===== config.mk =====
export PLATFORM = sky130hd
export DESIGN_NAME = fspc_flash_self_program_control
export DESIGN_NICKNAME = d
export VERILOG_FILES = /design/src/fspc_flash_self_program_control.v
export VERILOG_INCLUDE_DIRS = /design/src
export SDC_FILE = /design/constraint.sdc
export NUM_CORES = 1
export LEC_CHECK = 0
export BUFFER_PORTS_ARGS = -buffer_cell sky130_fd_sc_hd__buf_2
export CORE_UTILIZATION = 40
export DETAILED_ROUTE_END_ITERATION = 6
export GPL_TIMING_DRIVEN = 0
export SLEW_MARGIN = 15
export SYNTH_ARGS = -nofsm -noshare
export SYNTH_HDL_FRONTEND = slang
export SYNTH_SLANG_ARGS = --single-unit

===== constraint.sdc =====
create_clock -name clk_i -period 3.37 [get_ports clk_i]
set_clock_uncertainty 0.05 [all_clocks]
set_input_delay 0.674 -clock clk_i [delete_from_list [all_inputs] [get_ports clk_i]]
set_output_delay 0.674 -clock clk_i [all_outputs]
set_load 0.01 [all_outputs]

===== src/fspc_regs.vh =====
// fspc_regs.vh: constants of the flash self-programming control block.
// assumes inclusion by fspc_flash_self_program_control.v only.
`ifndef FSPC_REGS_VH
`define FSPC_REGS_VH

// ==========================================
// control and status register bit positions
`define FSPC_BIT_STORE_EN      0
`define FSPC_BIT_PAGE_ERASE    1
`define FSPC_BIT_PAGE_WRITE    2
`define FSPC_BIT_LOCK_SET      3
`define FSPC_BIT_RWW_REEN      4
`define FSPC_BIT_SIG_READ      5
`define FSPC_BIT_RWW_BUSY      6
`define FSPC_CSR_RESET         8'h00

// ==========================================
// legal lower-five-bit write patterns
`define FSPC_PAT_RWW_REEN      5'h11
`define FSPC_PAT_LOCK_SET      5'h09
`define FSPC_PAT_PAGE_WRITE    5'h05
`define FSPC_PAT_PAGE_ERASE    5'h03
`define FSPC_PAT_BUF_LOAD      5'h01

// ==========================================
// arming windows in cpu cycles
`define FSPC_STORE_WINDOW      3'd4
`define FSPC_LOAD_WINDOW       3'd3

// ==========================================
// signature row pointer addresses
`define FSPC_SIG_ADDR_ID1      16'h0000
`define FSPC_SIG_ADDR_CAL3V    16'h0001
`define FSPC_SIG_ADDR_ID2      16'h0002
`define FSPC_SIG_ADDR_CAL5V    16'h0003
`define FSPC_SIG_ADDR_ID3      16'h0004

// ==========================================
// flash operation time, microseconds, and clock rate in khz
`define FSPC_PROG_MIN_US       3700
`define FSPC_PROG_MAX_US       4500
`define FSPC_CLK_KHZ           25000

`endif


===== src/fspc_flash_self_program_control.v =====
// fspc_flash_self_program_control.v: flash self-programming sequencer.
// assumes a cpu core on clk_i that gives one-cycle write and instruction strobes
// and a flash array that acts on one-cycle command pulses.
`timescale 1ns/1ps
`default_nettype none
`include "fspc_regs.vh"

module fspc_flash_self_program_control #(
  parameter integer ADDR_W       = 16,
  parameter integer PAGE_SHIFT   = 7,
  parameter [15:0]  NO_READ_WHILE_WRITE_SECTION_START   = 16'h3800,
  parameter integer PROG_CYCLES  = ((`FSPC_PROG_MIN_US + `FSPC_PROG_MAX_US) / 2) * (`FSPC_CLK_KHZ / 1000),
  parameter [7:0]   SIG_BYTE1    = 8'h1E,  // arbitrary identification value
  parameter [7:0]   SIG_BYTE2    = 8'h55,  // arbitrary identification value
  parameter [7:0]   SIG_BYTE3    = 8'hAA   // arbitrary identification value
) (
  input  wire              clk_i,
  input  wire              rst_n_i,
  input  wire              por_n_i,
  input  wire              csr_wr_i,
  input  wire [7:0]        csr_wdata_i,
  output reg  [7:0]        csr_rdata_o,
  input  wire              store_instr_i,
  input  wire              load_instr_i,
  input  wire [ADDR_W-1:0] pointer_i,
  input  wire [7:0]        low_work_register_i,
  input  wire [7:0]        high_work_register_i,
  input  wire [7:0]        lock_bits_i,
  input  wire [7:0]        fuse_bits_i,
  input  wire [7:0]        cal_3v_i,
  input  wire [7:0]        cal_5v_i,
  output reg               load_override_o,
  output reg  [7:0]        load_data_o,
  output reg               cpu_halt_o,
  output reg               buf_load_o,
  output reg  [ADDR_W-1:0] buf_addr_o,
  output reg  [15:0]       buf_data_o,
  output reg               page_erase_o,
  output reg               page_write_o,
  output reg               lock_write_o,
  output reg  [7:0]        lock_data_o,
  output reg  [ADDR_W-1:0] page_addr_o,
  output reg               flash_busy_o,
  output reg               rww_reenable_o
);

  // ==========================================
  // states
  localparam [1:0] ST_IDLE  = 2'd0;
  localparam [1:0] ST_ARMED = 2'd1;
  localparam [1:0] ST_BUSY  = 2'd2;

  localparam [2:0] OP_NONE  = 3'd0;
  localparam [2:0] OP_BUF   = 3'd1;
  localparam [2:0] OP_ERASE = 3'd2;
  localparam [2:0] OP_WRITE = 3'd3;
  localparam [2:0] OP_LOCK  = 3'd4;
  localparam [2:0] OP_SIG   = 3'd5;
  localparam [2:0] OP_RWW   = 3'd6;

  // ==========================================
  // functions
  function [2:0] fspc_decode;
    input [7:0] wd;
    begin
      case (wd[4:0])
        `FSPC_PAT_BUF_LOAD:   fspc_decode = wd[`FSPC_BIT_SIG_READ] ? OP_SIG : OP_BUF;
        `FSPC_PAT_PAGE_ERASE: fspc_decode = OP_ERASE;
        `FSPC_PAT_PAGE_WRITE: fspc_decode = OP_WRITE;
        `FSPC_PAT_LOCK_SET:   fspc_decode = OP_LOCK;
        `FSPC_PAT_RWW_REEN:   fspc_decode = OP_RWW;
        default:              fspc_decode = OP_NONE;
      endcase
    end
  endfunction

  function [7:0] fspc_sig_byte;
    input [ADDR_W-1:0] a;
    begin
      case (a[15:0])
        `FSPC_SIG_ADDR_ID1:   fspc_sig_byte = SIG_BYTE1;
        `FSPC_SIG_ADDR_ID2:   fspc_sig_byte = SIG_BYTE2;
        `FSPC_SIG_ADDR_ID3:   fspc_sig_byte = SIG_BYTE3;
        `FSPC_SIG_ADDR_CAL3V: fspc_sig_byte = cal_3v_i;
        `FSPC_SIG_ADDR_CAL5V: fspc_sig_byte = cal_5v_i;
        default:              fspc_sig_byte = 8'h00;
      endcase
    end
  endfunction

  function fspc_is_page_op;
    input [2:0] o;
    begin
      fspc_is_page_op = (o == OP_ERASE) || (o == OP_WRITE);
    end
  endfunction

  function fspc_is_flash_op;
    input [2:0] o;
    begin
      fspc_is_flash_op = fspc_is_page_op(o) || (o == OP_LOCK);
    end
  endfunction

  function [ADDR_W-1:0] fspc_page_base;
    input [ADDR_W-1:0] a;
    begin
      fspc_page_base = {a[ADDR_W-1:PAGE_SHIFT], {PAGE_SHIFT{1'b0}}};
    end
  endfunction

  // ==========================================
  // state
  reg [1:0]  state_reg;
  reg [1:0]  state_next;
  reg [2:0]  op_reg;
  reg [2:0]  op_next;
  reg [2:0]  win_reg;
  reg [2:0]  win_next;
  reg [23:0] prog_cnt_reg;
  reg [23:0] prog_cnt_next;
  reg        halt_next;
  reg        cur_busy_reg;
  reg        rst_n_meta_reg;
  reg        rst_n_sync_reg;
  reg        por_n_meta_reg;
  reg        por_n_sync_reg;

  wire [2:0] wr_op       = fspc_decode(csr_wdata_i);
  wire       is_load_op  = (op_reg == OP_SIG) || (op_reg == OP_LOCK);
  wire       in_no_read_while_write_section     = (pointer_i[15:0] >= NO_READ_WHILE_WRITE_SECTION_START);
  wire       prog_done   = (state_reg == ST_BUSY) && (prog_cnt_reg == 24'h000001);
  wire       arm_wr      = csr_wr_i && (wr_op != OP_NONE) && (state_reg != ST_BUSY) && !cur_busy_reg;
  wire       store_hit   = (state_reg == ST_ARMED) && store_instr_i && (op_reg != OP_SIG);
  wire       load_hit    = (state_reg == ST_ARMED) && load_instr_i && is_load_op
                           && (win_reg < `FSPC_LOAD_WINDOW);

  // ==========================================
  // sequencer
  always @* begin
    state_next    = state_reg;
    op_next       = op_reg;
    win_next      = win_reg;
    prog_cnt_next = prog_cnt_reg;
    halt_next     = cpu_halt_o;
    case (state_reg)
      ST_IDLE: begin
        if (arm_wr) begin
          state_next = ST_ARMED;
          op_next    = wr_op;
          win_next   = 3'd0;
        end
      end
      ST_ARMED: begin
        win_next = win_reg + 3'd1;
        if (arm_wr) begin
          op_next  = wr_op;
          win_next = 3'd0;
        end else if (store_hit && fspc_is_flash_op(op_reg)) begin
          state_next    = ST_BUSY;
          prog_cnt_next = PROG_CYCLES[23:0];
          halt_next     = in_no_read_while_write_section && fspc_is_page_op(op_reg);
        end else if (store_hit || load_hit) begin
          state_next = ST_IDLE;
          op_next    = OP_NONE;
        end else if ((op_reg == OP_SIG && win_reg == `FSPC_LOAD_WINDOW - 3'd1) ||
                     win_reg == `FSPC_STORE_WINDOW - 3'd1) begin
          state_next = ST_IDLE;
          op_next    = OP_NONE;
        end
      end
      ST_BUSY: begin
        prog_cnt_next = prog_cnt_reg - 24'd1;
        if (prog_done) begin
          state_next = ST_IDLE;
          op_next    = OP_NONE;
          halt_next  = 1'b0;
        end
      end
      default: begin
        state_next = ST_IDLE;
        op_next    = OP_NONE;
      end
    endcase
  end

  // ==========================================
  // reset release synchronisers
  // assertion stays asynchronous; release is retimed so no flop sees it near an edge
  always @(posedge clk_i or negedge rst_n_i) begin
    if (!rst_n_i) begin
      rst_n_meta_reg <= 1'b0;
      rst_n_sync_reg <= 1'b0;
    end else begin
      rst_n_meta_reg <= 1'b1;
      rst_n_sync_reg <= rst_n_meta_reg;
    end
  end

  always @(posedge clk_i or negedge por_n_i) begin
    if (!por_n_i) begin
      por_n_meta_reg <= 1'b0;
      por_n_sync_reg <= 1'b0;
    end else begin
      por_n_meta_reg <= 1'b1;
      por_n_sync_reg <= por_n_meta_reg;
    end
  end

  // flash timing survives cpu reset; only power-on reset aborts it
  always @(posedge clk_i or negedge por_n_sync_reg) begin
    if (!por_n_sync_reg) begin
      prog_cnt_reg <= 24'h000000;
      cur_busy_reg <= 1'b0;
    end else begin
      prog_cnt_reg <= (state_reg == ST_BUSY || cur_busy_reg) && !prog_done && prog_cnt_reg != 24'h0
                      ? prog_cnt_reg - 24'd1 : prog_cnt_next;
      cur_busy_reg <= (prog_cnt_next != 24'h0) && (prog_cnt_reg != 24'h000001);
    end
  end

  always @(posedge clk_i or negedge rst_n_sync_reg) begin
    if (!rst_n_sync_reg) begin
      state_reg <= ST_IDLE;
      op_reg    <= OP_NONE;
      win_reg   <= 3'd0;
    end else begin
      state_reg <= state_next;
      op_reg    <= op_next;
      win_reg   <= win_next;
    end
  end

  // ==========================================
  // status and halt
  // bit 6 follows the same busy term as flash_busy_o, so status and port agree
  wire busy_next = cur_busy_reg || (state_next == ST_BUSY);

  always @(posedge clk_i or negedge rst_n_sync_reg) begin
    if (!rst_n_sync_reg) begin
      csr_rdata_o  <= `FSPC_CSR_RESET;
      cpu_halt_o   <= 1'b0;
      flash_busy_o <= 1'b0;
    end else begin
      csr_rdata_o <= 8'h00;
      csr_rdata_o[`FSPC_BIT_STORE_EN]   <= (state_next != ST_IDLE);
      csr_rdata_o[`FSPC_BIT_PAGE_ERASE] <= (op_next == OP_ERASE);
      csr_rdata_o[`FSPC_BIT_PAGE_WRITE] <= (op_next == OP_WRITE);
      csr_rdata_o[`FSPC_BIT_LOCK_SET]   <= (op_next == OP_LOCK);
      csr_rdata_o[`FSPC_BIT_RWW_REEN]   <= (op_next == OP_RWW);
      csr_rdata_o[`FSPC_BIT_SIG_READ]   <= (op_next == OP_SIG);
      csr_rdata_o[`FSPC_BIT_RWW_BUSY]   <= busy_next;
      cpu_halt_o   <= halt_next;
      flash_busy_o <= busy_next;
    end
  end

  // ==========================================
  // load override path
  always @(posedge clk_i or negedge rst_n_sync_reg) begin
    if (!rst_n_sync_reg) begin
      load_override_o <= 1'b0;
      load_data_o     <= 8'h00;
    end else begin
      load_override_o <= load_hit;
      if (load_hit)
        load_data_o <= (op_reg == OP_SIG) ? fspc_sig_byte(pointer_i)
                     : (pointer_i[0] ? fuse_bits_i : lock_bits_i);
    end
  end

  // ==========================================
  // temporary buffer load
  always @(posedge clk_i or negedge rst_n_sync_reg) begin
    if (!rst_n_sync_reg) begin
      buf_load_o <= 1'b0;
      buf_addr_o <= {ADDR_W{1'b0}};
      buf_data_o <= 16'h0000;
    end else begin
      buf_load_o <= store_hit && (op_reg == OP_BUF);
      if (store_hit && op_reg == OP_BUF) begin
        buf_addr_o <= {pointer_i[ADDR_W-1:1], 1'b0};
        buf_data_o <= {high_work_register_i, low_work_register_i};
      end
    end
  end

  // ==========================================
  // flash command pulses
  // one pulse per accepted erase, write, lock or rww store, none for buffer loads; erase and write carry page_addr_o, lock carries lock_data_o
  always @(posedge clk_i or negedge rst_n_sync_reg) begin
    if (!rst_n_sync_reg) begin
      page_erase_o   <= 1'b0;
      page_write_o   <= 1'b0;
      lock_write_o   <= 1'b0;
      lock_data_o    <= 8'h00;
      page_addr_o    <= {ADDR_W{1'b0}};
      rww_reenable_o <= 1'b0;
    end else begin
      page_erase_o   <= 1'b0;
      page_write_o   <= 1'b0;
      lock_write_o   <= 1'b0;
      rww_reenable_o <= 1'b0;
      if (store_hit) begin
        case (op_reg)
          OP_ERASE: begin
            page_erase_o <= 1'b1;
            page_addr_o  <= fspc_page_base(pointer_i);
          end
          OP_WRITE: begin
            page_write_o <= 1'b1;
            page_addr_o  <= fspc_page_base(pointer_i);
          end
          OP_LOCK: begin
            lock_write_o <= 1'b1;
            lock_data_o  <= low_work_register_i;
          end
          OP_RWW: begin
            rww_reenable_o <= 1'b1;
          end
          default: begin
            page_erase_o <= 1'b0;
          end
        endcase
      end
    end
  end

endmodule // fspc_flash_self_program_control
`default_nettype wire


# [Word level (Yosys, flattened, before mapping)]
# Index checks and enable logic that the tools add are counted.
[word_totals] mem_count=0 regBits=108 rom_bits=0 ram_bits=0 input_bits=78 latch_bits=0
[op_classes] div_mod_pow=0 addsub=2 n_eq_ne=33 mul=0 n_mux=38 n_lt_le_gt_ge=2 bitwise=0 n_reduce_logical=38 n_shift=0
[ops] op="$mux W24" count=3
[ops] op="$pmux W24 S2" count=1
[ops] op="$reduce_bool A24 Y1" count=2
[ops] op="$pmux W8 S5" count=1
[ops] op="$eq A16 B2 Y1 const B" count=2
[ops] op="$mux W3" count=9
[ops] op="$eq A24 B1 Y1 const B" count=1
[ops] op="$ne A24 B1 Y1 const B" count=1
[ops] op="$sub A24 B1 Y24 const B" count=1
[ops] op="$eq A3 B2 Y1 const B" count=6
[ops] op="$eq A3 B3 Y1 const B" count=6
[ops] op="$eq A16 B1 Y1 const B" count=1
[ops] op="$eq A16 B3 Y1 const B" count=1
[ops] op="$ge A16 B14 Y1 const B" count=1
[ops] op="$logic_and A1 B1 Y1" count=16
[ops] op="$logic_not A16 Y1" count=1
[ops] op="$mux W8" count=2
[ops] op="$pmux W3 S5" count=1
[ops] op="$mux W2" count=6
[ops] op="$mux W1" count=11
[ops] op="$pmux W3 S3" count=1
[ops] op="$ne A2 B2 Y1 const B" count=4
[ops] op="$logic_or A1 B1 Y1" count=7
[ops] op="$pmux W2 S3" count=1
[ops] op="21 further kinds" count=27

# [Depth between registers and ports, before layout]
# Gate-level depths: netlist (run 1).
[logic_depth] depth_word=11 mapped_depth=11 depth_no_buf=10

# [Least setup slack after synthesis (run 1)]
# Ideal clock, no wire load.
[synth_path] kind="flip-flop to flip-flop" start="register prog_cnt_reg[0]" end="register cur_busy_reg" n_path_buf=0 path_stages_with_launch=11 t_required_ps=3195 synth_period_minus_slack_ps=2529 t_arrival_ps=2354 setup_slack_ps=841 cell_sequence="dfrtp_1 -> inv_1 -> ha_1 -> or3b_1 -> or4_1 -> a32oi_1 -> o2111ai_1 -> nor2_1 -> nand3_1 -> nor4_1 -> nor2_1"
[synth_between] elab_chain_len=5
[synth_lines] item="start, declared" line_no="fspc_flash_self_program_control.v:120" rtl="reg [23:0] prog_cnt_reg;"
[synth_lines] item="start signal, assigned" line_no="fspc_flash_self_program_control.v:216" rtl="prog_cnt_reg <= (state_reg == ST_BUSY || cur_busy_reg) && !prog_done && prog_cnt_reg != 24'h0"
[synth_lines] item="branches (longest 4 deep; another with $sub A24 B1 Y24)"
[synth_lines] item="$logic_and A1 B1 Y1 (*)" line_no="fspc_flash_self_program_control.v:218" rtl="cur_busy_reg <= (prog_cnt_next != 24'h0) && (prog_cnt_reg != 24'h000001);"
[synth_lines] item="end signal, assigned" line_no="fspc_flash_self_program_control.v:218"
[synth_lines] item="end, declared" line_no="fspc_flash_self_program_control.v:123" rtl="reg cur_busy_reg;"
# Mark *: on every way between the ends.
# A chain may end at the register's enable or synchronous reset.

# [Final worst setup path (run 1)]
[layout_path] start="register state_reg[0]" end="register cur_busy_reg"
[layout_between] elab_chain_len=9
[layout_lines] item="start, declared" line_no="fspc_flash_self_program_control.v:114" rtl="reg [1:0] state_reg;"
[layout_lines] item="start signal, assigned" line_no="fspc_flash_self_program_control.v:228" rtl="state_reg <= state_next;"
[layout_lines] item="$eq A2 B1 Y1"
[layout_lines] item="$logic_and A1 B1 Y1 (2 in series)" line_no="fspc_flash_self_program_control.v:134" rtl="wire store_hit = (state_reg == ST_ARMED) && store_instr_i && (op_reg != OP_SIG);"
[layout_lines] item="$logic_and A1 B1 Y1" line_no="fspc_flash_self_program_control.v:159" rtl="end else if (store_hit && fspc_is_flash_op(op_reg)) begin"
[layout_lines] item="$mux W24" line_no="fspc_flash_self_program_control.v:159"
[layout_lines] item="$mux W24" line_no="fspc_flash_self_program_control.v:156" rtl="if (arm_wr) begin"
[layout_lines] item="$pmux W24 S2 (*)" line_no="fspc_flash_self_program_control.v:146" rtl="case (state_reg)"
[layout_lines] item="$reduce_bool A24 Y1 (*)" line_no="fspc_flash_self_program_control.v:218"
[layout_lines] item="$logic_and A1 B1 Y1 (*)" line_no="fspc_flash_self_program_control.v:218"
# Mark *: on every way between the ends. The rest lies on a longest branch, timed or not.

==> impl_summary.txt, run 1 <==
----------------------------------------------------
[Run status]
  Result of the run ... complete, no violations

[Global route]
  First-pass GRT wire length ... 24.7 mm
  Via count of the first global-routing pass ... 4836
  Initial antenna violation count ... 0
  Maximum number of pins on one net before global-route repair ... 60
  GR Overflow Total ... 0
  GRT Util Overall ... 21.6%

[Route]
  Post-detailed-route via-to-cell ratio ... 5.55
  Number of iterations in the first detailed-routing pass ... 5
  Via Count ... 5046
  Final ANT Viol Nets ... 0
  DRC violations left ... 0
  Average wire per standard cell ... 17.5 µm
  Initial drt markers ... 353
  Total length of routed wires ... 15.9 mm

[Worst setup path]
  Reg2Reg Capture Point ... cur_busy_reg
  Data required, critical path ... 3.54 ns
  Standard cell with the maximum stage delay on the critical path ... sky130_fd_sc_hd__nor4_1
  Cells along the critical path ... inv_1, ha_1, clkbuf_1, inv_1, nor2_1, a211oi_2, o21ai_0, o21ai_1, a221o_1, nor4_1, nor2_1
  Delay of the slowest cell on the worst path ... 0.42 ns
  Startpoint types ... flop
  Critical Path Fanout Max ... 9
  Number of cells on the worst reg-to-reg path ... 11
  Worst setup path class ... reg -> reg
  Type of element capturing the critical path ... flop
  Crit path arrival time ... 3.39 ns
  Reg-to-reg startpoint ... state_reg[0]
  Flop2flop setup slack ... 0.15 ns

[Clock tree]
  Clock input transition at the sequential cells of the worst setup and hold paths ... 0.07 ns
  Number of buffers on the longest clock path ... 2
  CTS Hold Buffers Added ... 0
  H-tree levels ... 3
  Clk Tree Root Cell ... sky130_fd_sc_hd__clkbuf_16
  Clock buffers created by TritonCTS ... 9
  Sinks on the clock net ... 107
  Worst-Skew Late Latency ... 0.35 ns
  Clock tree from TritonCTS ... done

[Cells and area]
  Storage cell area ... 0.00268 mm²
  Number of fillers in the final layout ... 1292
  Number of flip-flops in the largest register ... 24
  Net count, final ... 811
  Area growth from synthesis to layout ... 23.0%
  Fin area ... 0.00703 mm²
  Most frequent cells in the layout ... 150 x sky130_fd_sc_hd__buf_2, 105 x sky130_fd_sc_hd__dfrtp_1, 48 x sky130_fd_sc_hd__nand2_1, 48 x sky130_fd_sc_hd__mux2_2
  Share of final-layout standard cells stronger than drive strength 1 ... 35.1%
  Most common cell after layout, fill and taps aside ... sky130_fd_sc_hd__buf_2
  Antenna Cells ... 0
  Combined area of the multi-input logic cells ... 0.00281 mm²

[Place]
  Final HPWL DP ... 12.1 mm
  Pre-CTS setup slack ... 0.0516 ns
  PortBufs ... 144
  GPL Wtd Cong ... 0.910
  Cell Area, Placed ... 0.00672 mm²

[Synthesis]
  Top cells by area, synth ... sky130_fd_sc_hd__dfrtp_1 47%, sky130_fd_sc_hd__mux2_2 9.5%, sky130_fd_sc_hd__a21oi_1 3.5%
  Flops & latches, synth ... 107
  Part of the Yosys area used for sequential elements ... 46.9%
  Library cells used by synthesis ... 67
  Mapped cell area ... 0.00571 mm²
  Most used flip-flop cell after synthesis ... sky130_fd_sc_hd__dfrtp_1
  Cell count after synthesis ... 559
  Number of enable-type register cells in the synthesized netlist ... 0
  Proportion of netlist area held by the largest area contributor ... 46.9%
  Total of warnings raised by yosys ... 0
  Cell taking the most area after synthesis ... sky130_fd_sc_hd__dfrtp_1
  Average footprint of a synthesized cell ... 10.2 µm²
  Async set-or-reset flop fraction in the synthesized netlist ... 100%

[Timing]
  Transition at the pin with the smallest max-transition slack ... 0.699 ns
  Number of endpoints with negative hold slack in the final report ... 0
  Max-slew violation count ... 0
  Final setup violating endpoints ... 0
  RSZ-0062 raised after global routing ... false
  Remaining max-slew budget at the tightest pin ... 53.3%
  Share of the clock period used by the worst path after layout ... 95.6%
  Final min period ... 3.22 ns
  Setup slack of the critical path after layout ... 0.149 ns
  Final TNS setup ... 0 ns
  Peak Freq ... 0.310 GHz

[Floorplan]
  Die area ... 0.0148 mm²
  Die extent in y ... 122 µm
  Effective utilization at floorplan ... 41.2%
  Row count ... 43
  Core area ... 0.0139 mm²
  I/O pin count ... 158
  Die width ... 122 µm

[Flow run]
  Total of max-cap violations ... 0

[Hold path]
  Kind of path behind the tightest hold check ... in -> async

[Power]
  Power Dens Cells ... 348 mW/mm²
  Maximum resistive drop on vdd ... 257 µV
  Pleak ... 3.36 nW

----------------------------------------------------
[where the power goes]
part           switching, mW  total (mW)  internal, mW
logic                 0.0639       0.123        0.0591
registers             0.0112        1.30          1.29
clock network          0.496        1.03         0.530
total                  0.572        2.45          1.87
[critical path, delay by kind of cell, from the launching register on]
kind | cells | cell delay (ns)
buffers and inverters | 3 | 0.73
flip-flops | 1 | 0.39
AND/OR/NAND/NOR | 3 | 0.85
AO/OA/AOI/OAI | 4 | 0.78
adder cells (fa/ha/maj) | 1 | 0.28
[logic make-up after synthesis]
logic type / share of synthesized area (%)
compound gates: 16.8
xor+xnor: 1.23
fa+ha+maj: 1.97
buf+inv: 4.86
flops: 46.9
mux: 11.7
other cells: 0.131
simple gates: 16.4
[stage by stage]
step | hold slack, ns | power, mW | utilization [%] | std cells
finish | 0.0382 | 2.45 | 50.6 | 909
floorplan | 0.271 | 1.37 | - | 568
global route | 0.0346 | 2.53 | 50.6 | 909
detailed placement | 0.171 | 1.45 | 48.4 | 893
global placement | 0.286 | 1.44 | 48.2 | 892
CTS | 0.0288 | 2.47 | 50.5 | 909
[layout make-up]
type                       count  share of cell area [%]
inverter                      16                   0.855
timing repair buffer         145                    10.6
buffer                        40                    3.10
multi-input combinational    405                    40.0
clock inverter                 6                   0.659
sequential                   107                    38.2
clock buffer                  10                    3.40
tap                          180                    3.20
[how the worst max path moves through the flow]
| stage | cells past startpoint | start | slack [ns] | to |
|---|---|---|---|---|
| 2_1_floorplan | 10 | prog_cnt_reg[0] | 0.84 | cur_busy_reg |
| 3_3_place_gp | 10 | prog_cnt_reg[0] | 0.01 | cur_busy_reg |
| 3_5_place_dp | 10 | prog_cnt_reg[0] | 0.05 | cur_busy_reg |
| 4_1_cts | 10 | prog_cnt_reg[0] | 0.006 | cur_busy_reg |
| 5_1_grt | 11 | state_reg[0] | 0.004 | cur_busy_reg |
| 6_report | 11 | state_reg[0] | 0.15 | cur_busy_reg |
[synth_stat cells (4+ instances only)]
master                     count
sky130_fd_sc_hd__a311oi_1     10
sky130_fd_sc_hd__buf_4        10
sky130_fd_sc_hd__nand2b_1      6
sky130_fd_sc_hd__ha_1          9
sky130_fd_sc_hd__nor2_1       40
sky130_fd_sc_hd__a31oi_1       4
sky130_fd_sc_hd__clkbuf_1     20
sky130_fd_sc_hd__a221o_1       4
sky130_fd_sc_hd__nor2b_1       5
sky130_fd_sc_hd__xnor2_1       6
sky130_fd_sc_hd__mux2i_1      13
sky130_fd_sc_hd__a311oi_2      4
sky130_fd_sc_hd__mux2_2       48
sky130_fd_sc_hd__nor3_1       21
sky130_fd_sc_hd__a32oi_1       4
sky130_fd_sc_hd__nand3_1      10
sky130_fd_sc_hd__buf_2         6
sky130_fd_sc_hd__a21oi_1      40
sky130_fd_sc_hd__dfrtp_1     107
sky130_fd_sc_hd__o22a_1        5
sky130_fd_sc_hd__nor4_1       10
sky130_fd_sc_hd__nand4_1       4
sky130_fd_sc_hd__o31ai_1       4
sky130_fd_sc_hd__o21ai_0      29
sky130_fd_sc_hd__nand2_1      48
sky130_fd_sc_hd__inv_1        16
[repair_timing]
item / CTS / global route
endpoints found under the hold margin: 0 / 0
setup endpoints to repair: 0 / 30
buffers inserted: 0 / 0
gates resized for setup: 0 / 3
[metal layers]
metal,track usage (%),up-vias,share of wire [%]
met5,0,-,0
met4,9.88,0,2.6
met3,3.05,30,5.6
met2,35.0,194,47
met1,28.5,2464,45
li1,-,2358,-
Note: power is estimated with default switching activity, not from simulation.
==> inputs of run 2 (changes only) <==
--- a/config.mk
+++ b/config.mk
@@ -6,9 +6,10 @@
 export SDC_FILE = /design/constraint.sdc
 export NUM_CORES = 1
 export LEC_CHECK = 0
-export BUFFER_PORTS_ARGS = -buffer_cell sky130_fd_sc_hd__buf_2
+export CAP_MARGIN = 30
 export CORE_UTILIZATION = 40
 export DETAILED_ROUTE_END_ITERATION = 6
+export DONT_BUFFER_PORTS = 1
 export GPL_TIMING_DRIVEN = 0
 export SLEW_MARGIN = 15
 export SYNTH_ARGS = -nofsm -noshare
==> run 2 against run 1 <==
  * Maximum frequency is 0.27% higher
  * Worst setup slack better by 0.0087 ns
  * Critical path depth is 1 lower
  * Non-clock buffer count is 140 lower
  * Critical path type unchanged
  * Highest routed layer unchanged
==> impl_summary.txt, run 2 (same netlist as run 1, synthesis figures left out) <==
----------------------------------------------------
[Run status]
  Result of the run ... complete, no violations

[Clock tree]
  H-tree levels ... 3 (unchanged)
  Clk Tree Root Cell ... sky130_fd_sc_hd__clkbuf_16
  Setup Fix Bufs, Post-CTS ... 0 (unchanged)
  Sinks on the clock net ... 107 (unchanged)
  Clock buffers created by TritonCTS ... 9 (unchanged)
  Worst-Skew Late Latency ... 0.36 ns (about the same)
  Clock input transition at the sequential cells of the worst setup and hold paths ... 0.08 ns (about the same)
  Number of buffers on the longest clock path ... 2 (unchanged)
  Clock tree from TritonCTS ... done

[Power]
  Pleak ... 2.72 nW (-19%)
  Maximum resistive drop on vdd ... 211 µV (-18%)
  Power Dens Cells ... 392 mW/mm² (+13%)
  Net switching power ... 0.586 mW (+2.5%)
  Logic pwr share ... 3.2% (-1.8 points)
  P_int ... 1.92 mW (+2.7%)
  Clock network power share ... 45.3% (+3.3 points)
  Switching Share ... 23.3% (-0.026 points)
  Register share of total power ... 51.5% (-1.5 points)

[Global route]
  Maximum number of pins on one net before global-route repair ... 63 (+5.0%)
  GRT Util Overall ... 20.5% (-1.1 points)
  GR Overflow Total ... 0 (unchanged)
  Via count of the first global-routing pass ... 4318 (-11%)
  Initial antenna violation count ... 0 (unchanged)
  First-pass GRT wire length ... 23.2 mm (-5.8%)

[Route]
  Number of iterations in the first detailed-routing pass ... 5 (unchanged)
  Initial drt markers ... 345 (-2.3%)
  Total length of routed wires ... 15.0 mm (-5.7%)
  Post-detailed-route via-to-cell ratio ... 5.96 (+7.4%)
  Average wire per standard cell ... 19.5 µm (+11%)
  Final ANT Viol Nets ... 0 (unchanged)
  DRC violations left ... 0 (unchanged)
  Via Count ... 4583 (-9.2%)

[Floorplan]
  Effective utilization at floorplan ... 41.2% (unchanged)
  Die width ... 122 µm (unchanged)
  Die area ... 0.0148 mm² (unchanged)
  I/O pin count ... 158 (unchanged)
  Die extent in y ... 122 µm (unchanged)
  Row count ... 43 (unchanged)
  Core area ... 0.0139 mm² (unchanged)

[Cells and area]
  Number of fillers in the final layout ... 1318 (+2.0%)
  Most common cell after layout, fill and taps aside ... sky130_fd_sc_hd__dfrtp_1
  Net count, final ... 671 (-17%)
  Number of flip-flops in the largest register ... 24 (unchanged)
  Most frequent cells in the layout ... 106 x sky130_fd_sc_hd__dfrtp_1, 48 x sky130_fd_sc_hd__nand2_1, 48 x sky130_fd_sc_hd__mux2_2
  Fin area ... 0.00641 mm² (-8.8%)
  Antenna Cells ... 0 (unchanged)
  Area growth from synthesis to layout ... 12.1%
  Share of final-layout standard cells stronger than drive strength 1 ... 19.2% (-16 points)
  Fin util ... 46.2% (-4.5 points)

[Timing]
  RSZ-0062 raised after global routing ... false
  Remaining max-slew budget at the tightest pin ... 48.8% (-4.5 points)
  Share of the clock period used by the worst path after layout ... 95.3% (-0.26 points)
  Transition at the pin with the smallest max-transition slack ... 0.766 ns (+0.0672 ns)
  Number of endpoints with negative hold slack in the final report ... 0 (unchanged)
  Final setup violating endpoints ... 0 (unchanged)
  Peak Freq ... 0.311 GHz (+0.27%)
  Final min period ... 3.21 ns (-0.00872 ns)
  Max-slew violation count ... 0 (unchanged)

[Worst setup path]
  Data required, critical path ... 3.55 ns (about the same)
  Startpoint types ... flop
  Worst setup path class ... reg -> reg
  Number of cells on the worst reg-to-reg path ... 10 (-1)
  Crit path arrival time ... 3.39 ns (about the same)
  Reg-to-reg startpoint ... prog_cnt_reg[0]
  Type of element capturing the critical path ... flop
  Reg2Reg Capture Point ... cur_busy_reg
  Flop2flop setup slack ... 0.16 ns (about the same)
  Critical Path Fanout Max ... 9 (unchanged)

[Place]
  Cell Area, Placed ... 0.00603 mm² (-10%)
  Final HPWL DP ... 11.3 mm (-6.6%)
  PortBufs ... 0 (-100%)
  GPL Wtd Cong ... 0.949 (+4.3%)

[Flow run]
  Total of max-cap violations ... 0 (unchanged)

[Hold path]
  Kind of path behind the tightest hold check ... reg -> async

----------------------------------------------------
run 2: cell types whose count changed in the layout (fill, tap and decap cells not counted), moves of 2 or more:
cell,delta
sky130_fd_sc_hd__buf_2,-144
sky130_fd_sc_hd__clkinv_8,+3
sky130_fd_sc_hd__dlygate4sd3_1,+2
sky130_fd_sc_hd__clkinv_2,-2
run 2: how the worst max path moves through the flow:
stage,start,endpoint,slack [ns]
after floorplan,prog_cnt_reg[0],cur_busy_reg,0.84
after global placement,prog_cnt_reg[0],cur_busy_reg,-0.06
after detailed placement,prog_cnt_reg[0],cur_busy_reg,-0.02
after CTS,state_reg[0],cur_busy_reg,0.10
after global routing,prog_cnt_reg[0],cur_busy_reg,0.01
final,prog_cnt_reg[0],cur_busy_reg,0.16
run 2: per-layer routing:
| layer | track usage, % | vias up | part of all wire [%] |
|---|---|---|---|
| met5 | 0 | - | 0 |
| met4 | 8.87 | 0 | 2.7 |
| met3 | 4.23 | 36 | 5.9 |
| met2 | 32.3 | 193 | 48 |
| met1 | 27.2 | 2267 | 44 |
| li1 | - | 2087 | - |
run 2: through the flow:
stage | worst slack (ns) | std cells | setup TNS (ns) | hold WS, ns | power (mW)
4_1_cts | 0.104 | 768 | 0 | 0.160 | 2.54
2_1_floorplan | 0.841 | 568 | 0 | 0.271 | 1.37
5_1_grt | 0.0120 | 769 | 0 | 0.176 | 2.61
3_5_place_dp | -0.0216 | 750 | -0.0216 | 0.152 | 1.40
3_3_place_gp | -0.0564 | 748 | -0.0564 | 0.290 | 1.39
6_report | 0.157 | 769 | 0 | 0.152 | 2.51
run 2: timing repair:
item                       in CTS  in global routing
resized for setup               1                  2
hold buffers                    2                  0
setup endpoints to repair       1                  1
hold endpoints to repair        4                  0
run 2: layout make-up:
class	count	area, µm²	area share (%)
tap	180	225	3.52
inverter	16	60.1	0.938
buffer	40	218	3.40
sequential	107	2680	41.9
clock buffer	9	225	3.52
multi-input combinational	405	2810	43.8
clock inverter	7	108	1.68
timing repair buffer	5	80.1	1.25
run 2: power groups by stage:
stage | clock network, mW | logic, mW | registers [mW]
global placement | 0 | 0.0536 | 1.33
global route | 1.22 | 0.0913 | 1.30
detailed placement | 0 | 0.0798 | 1.32
CTS | 1.17 | 0.0822 | 1.29
floorplan | 0 | 0.0461 | 1.33
finish | 1.14 | 0.0811 | 1.29
run 2: worst max-delay path: stages, from the launching register on:
cell and delay [ns]:
sky130_fd_sc_hd__dfrtp_1 0.48, sky130_fd_sc_hd__inv_1 0.10, sky130_fd_sc_hd__ha_1 0.29, sky130_fd_sc_hd__or3b_1 0.46, sky130_fd_sc_hd__or4_1 0.50, sky130_fd_sc_hd__a32oi_1 0.37, sky130_fd_sc_hd__o2111ai_1 0.17, sky130_fd_sc_hd__nor2_1 0.14
sky130_fd_sc_hd__nand3_1 0.10, sky130_fd_sc_hd__nor4_2 0.34, sky130_fd_sc_hd__nor2_1 0.09
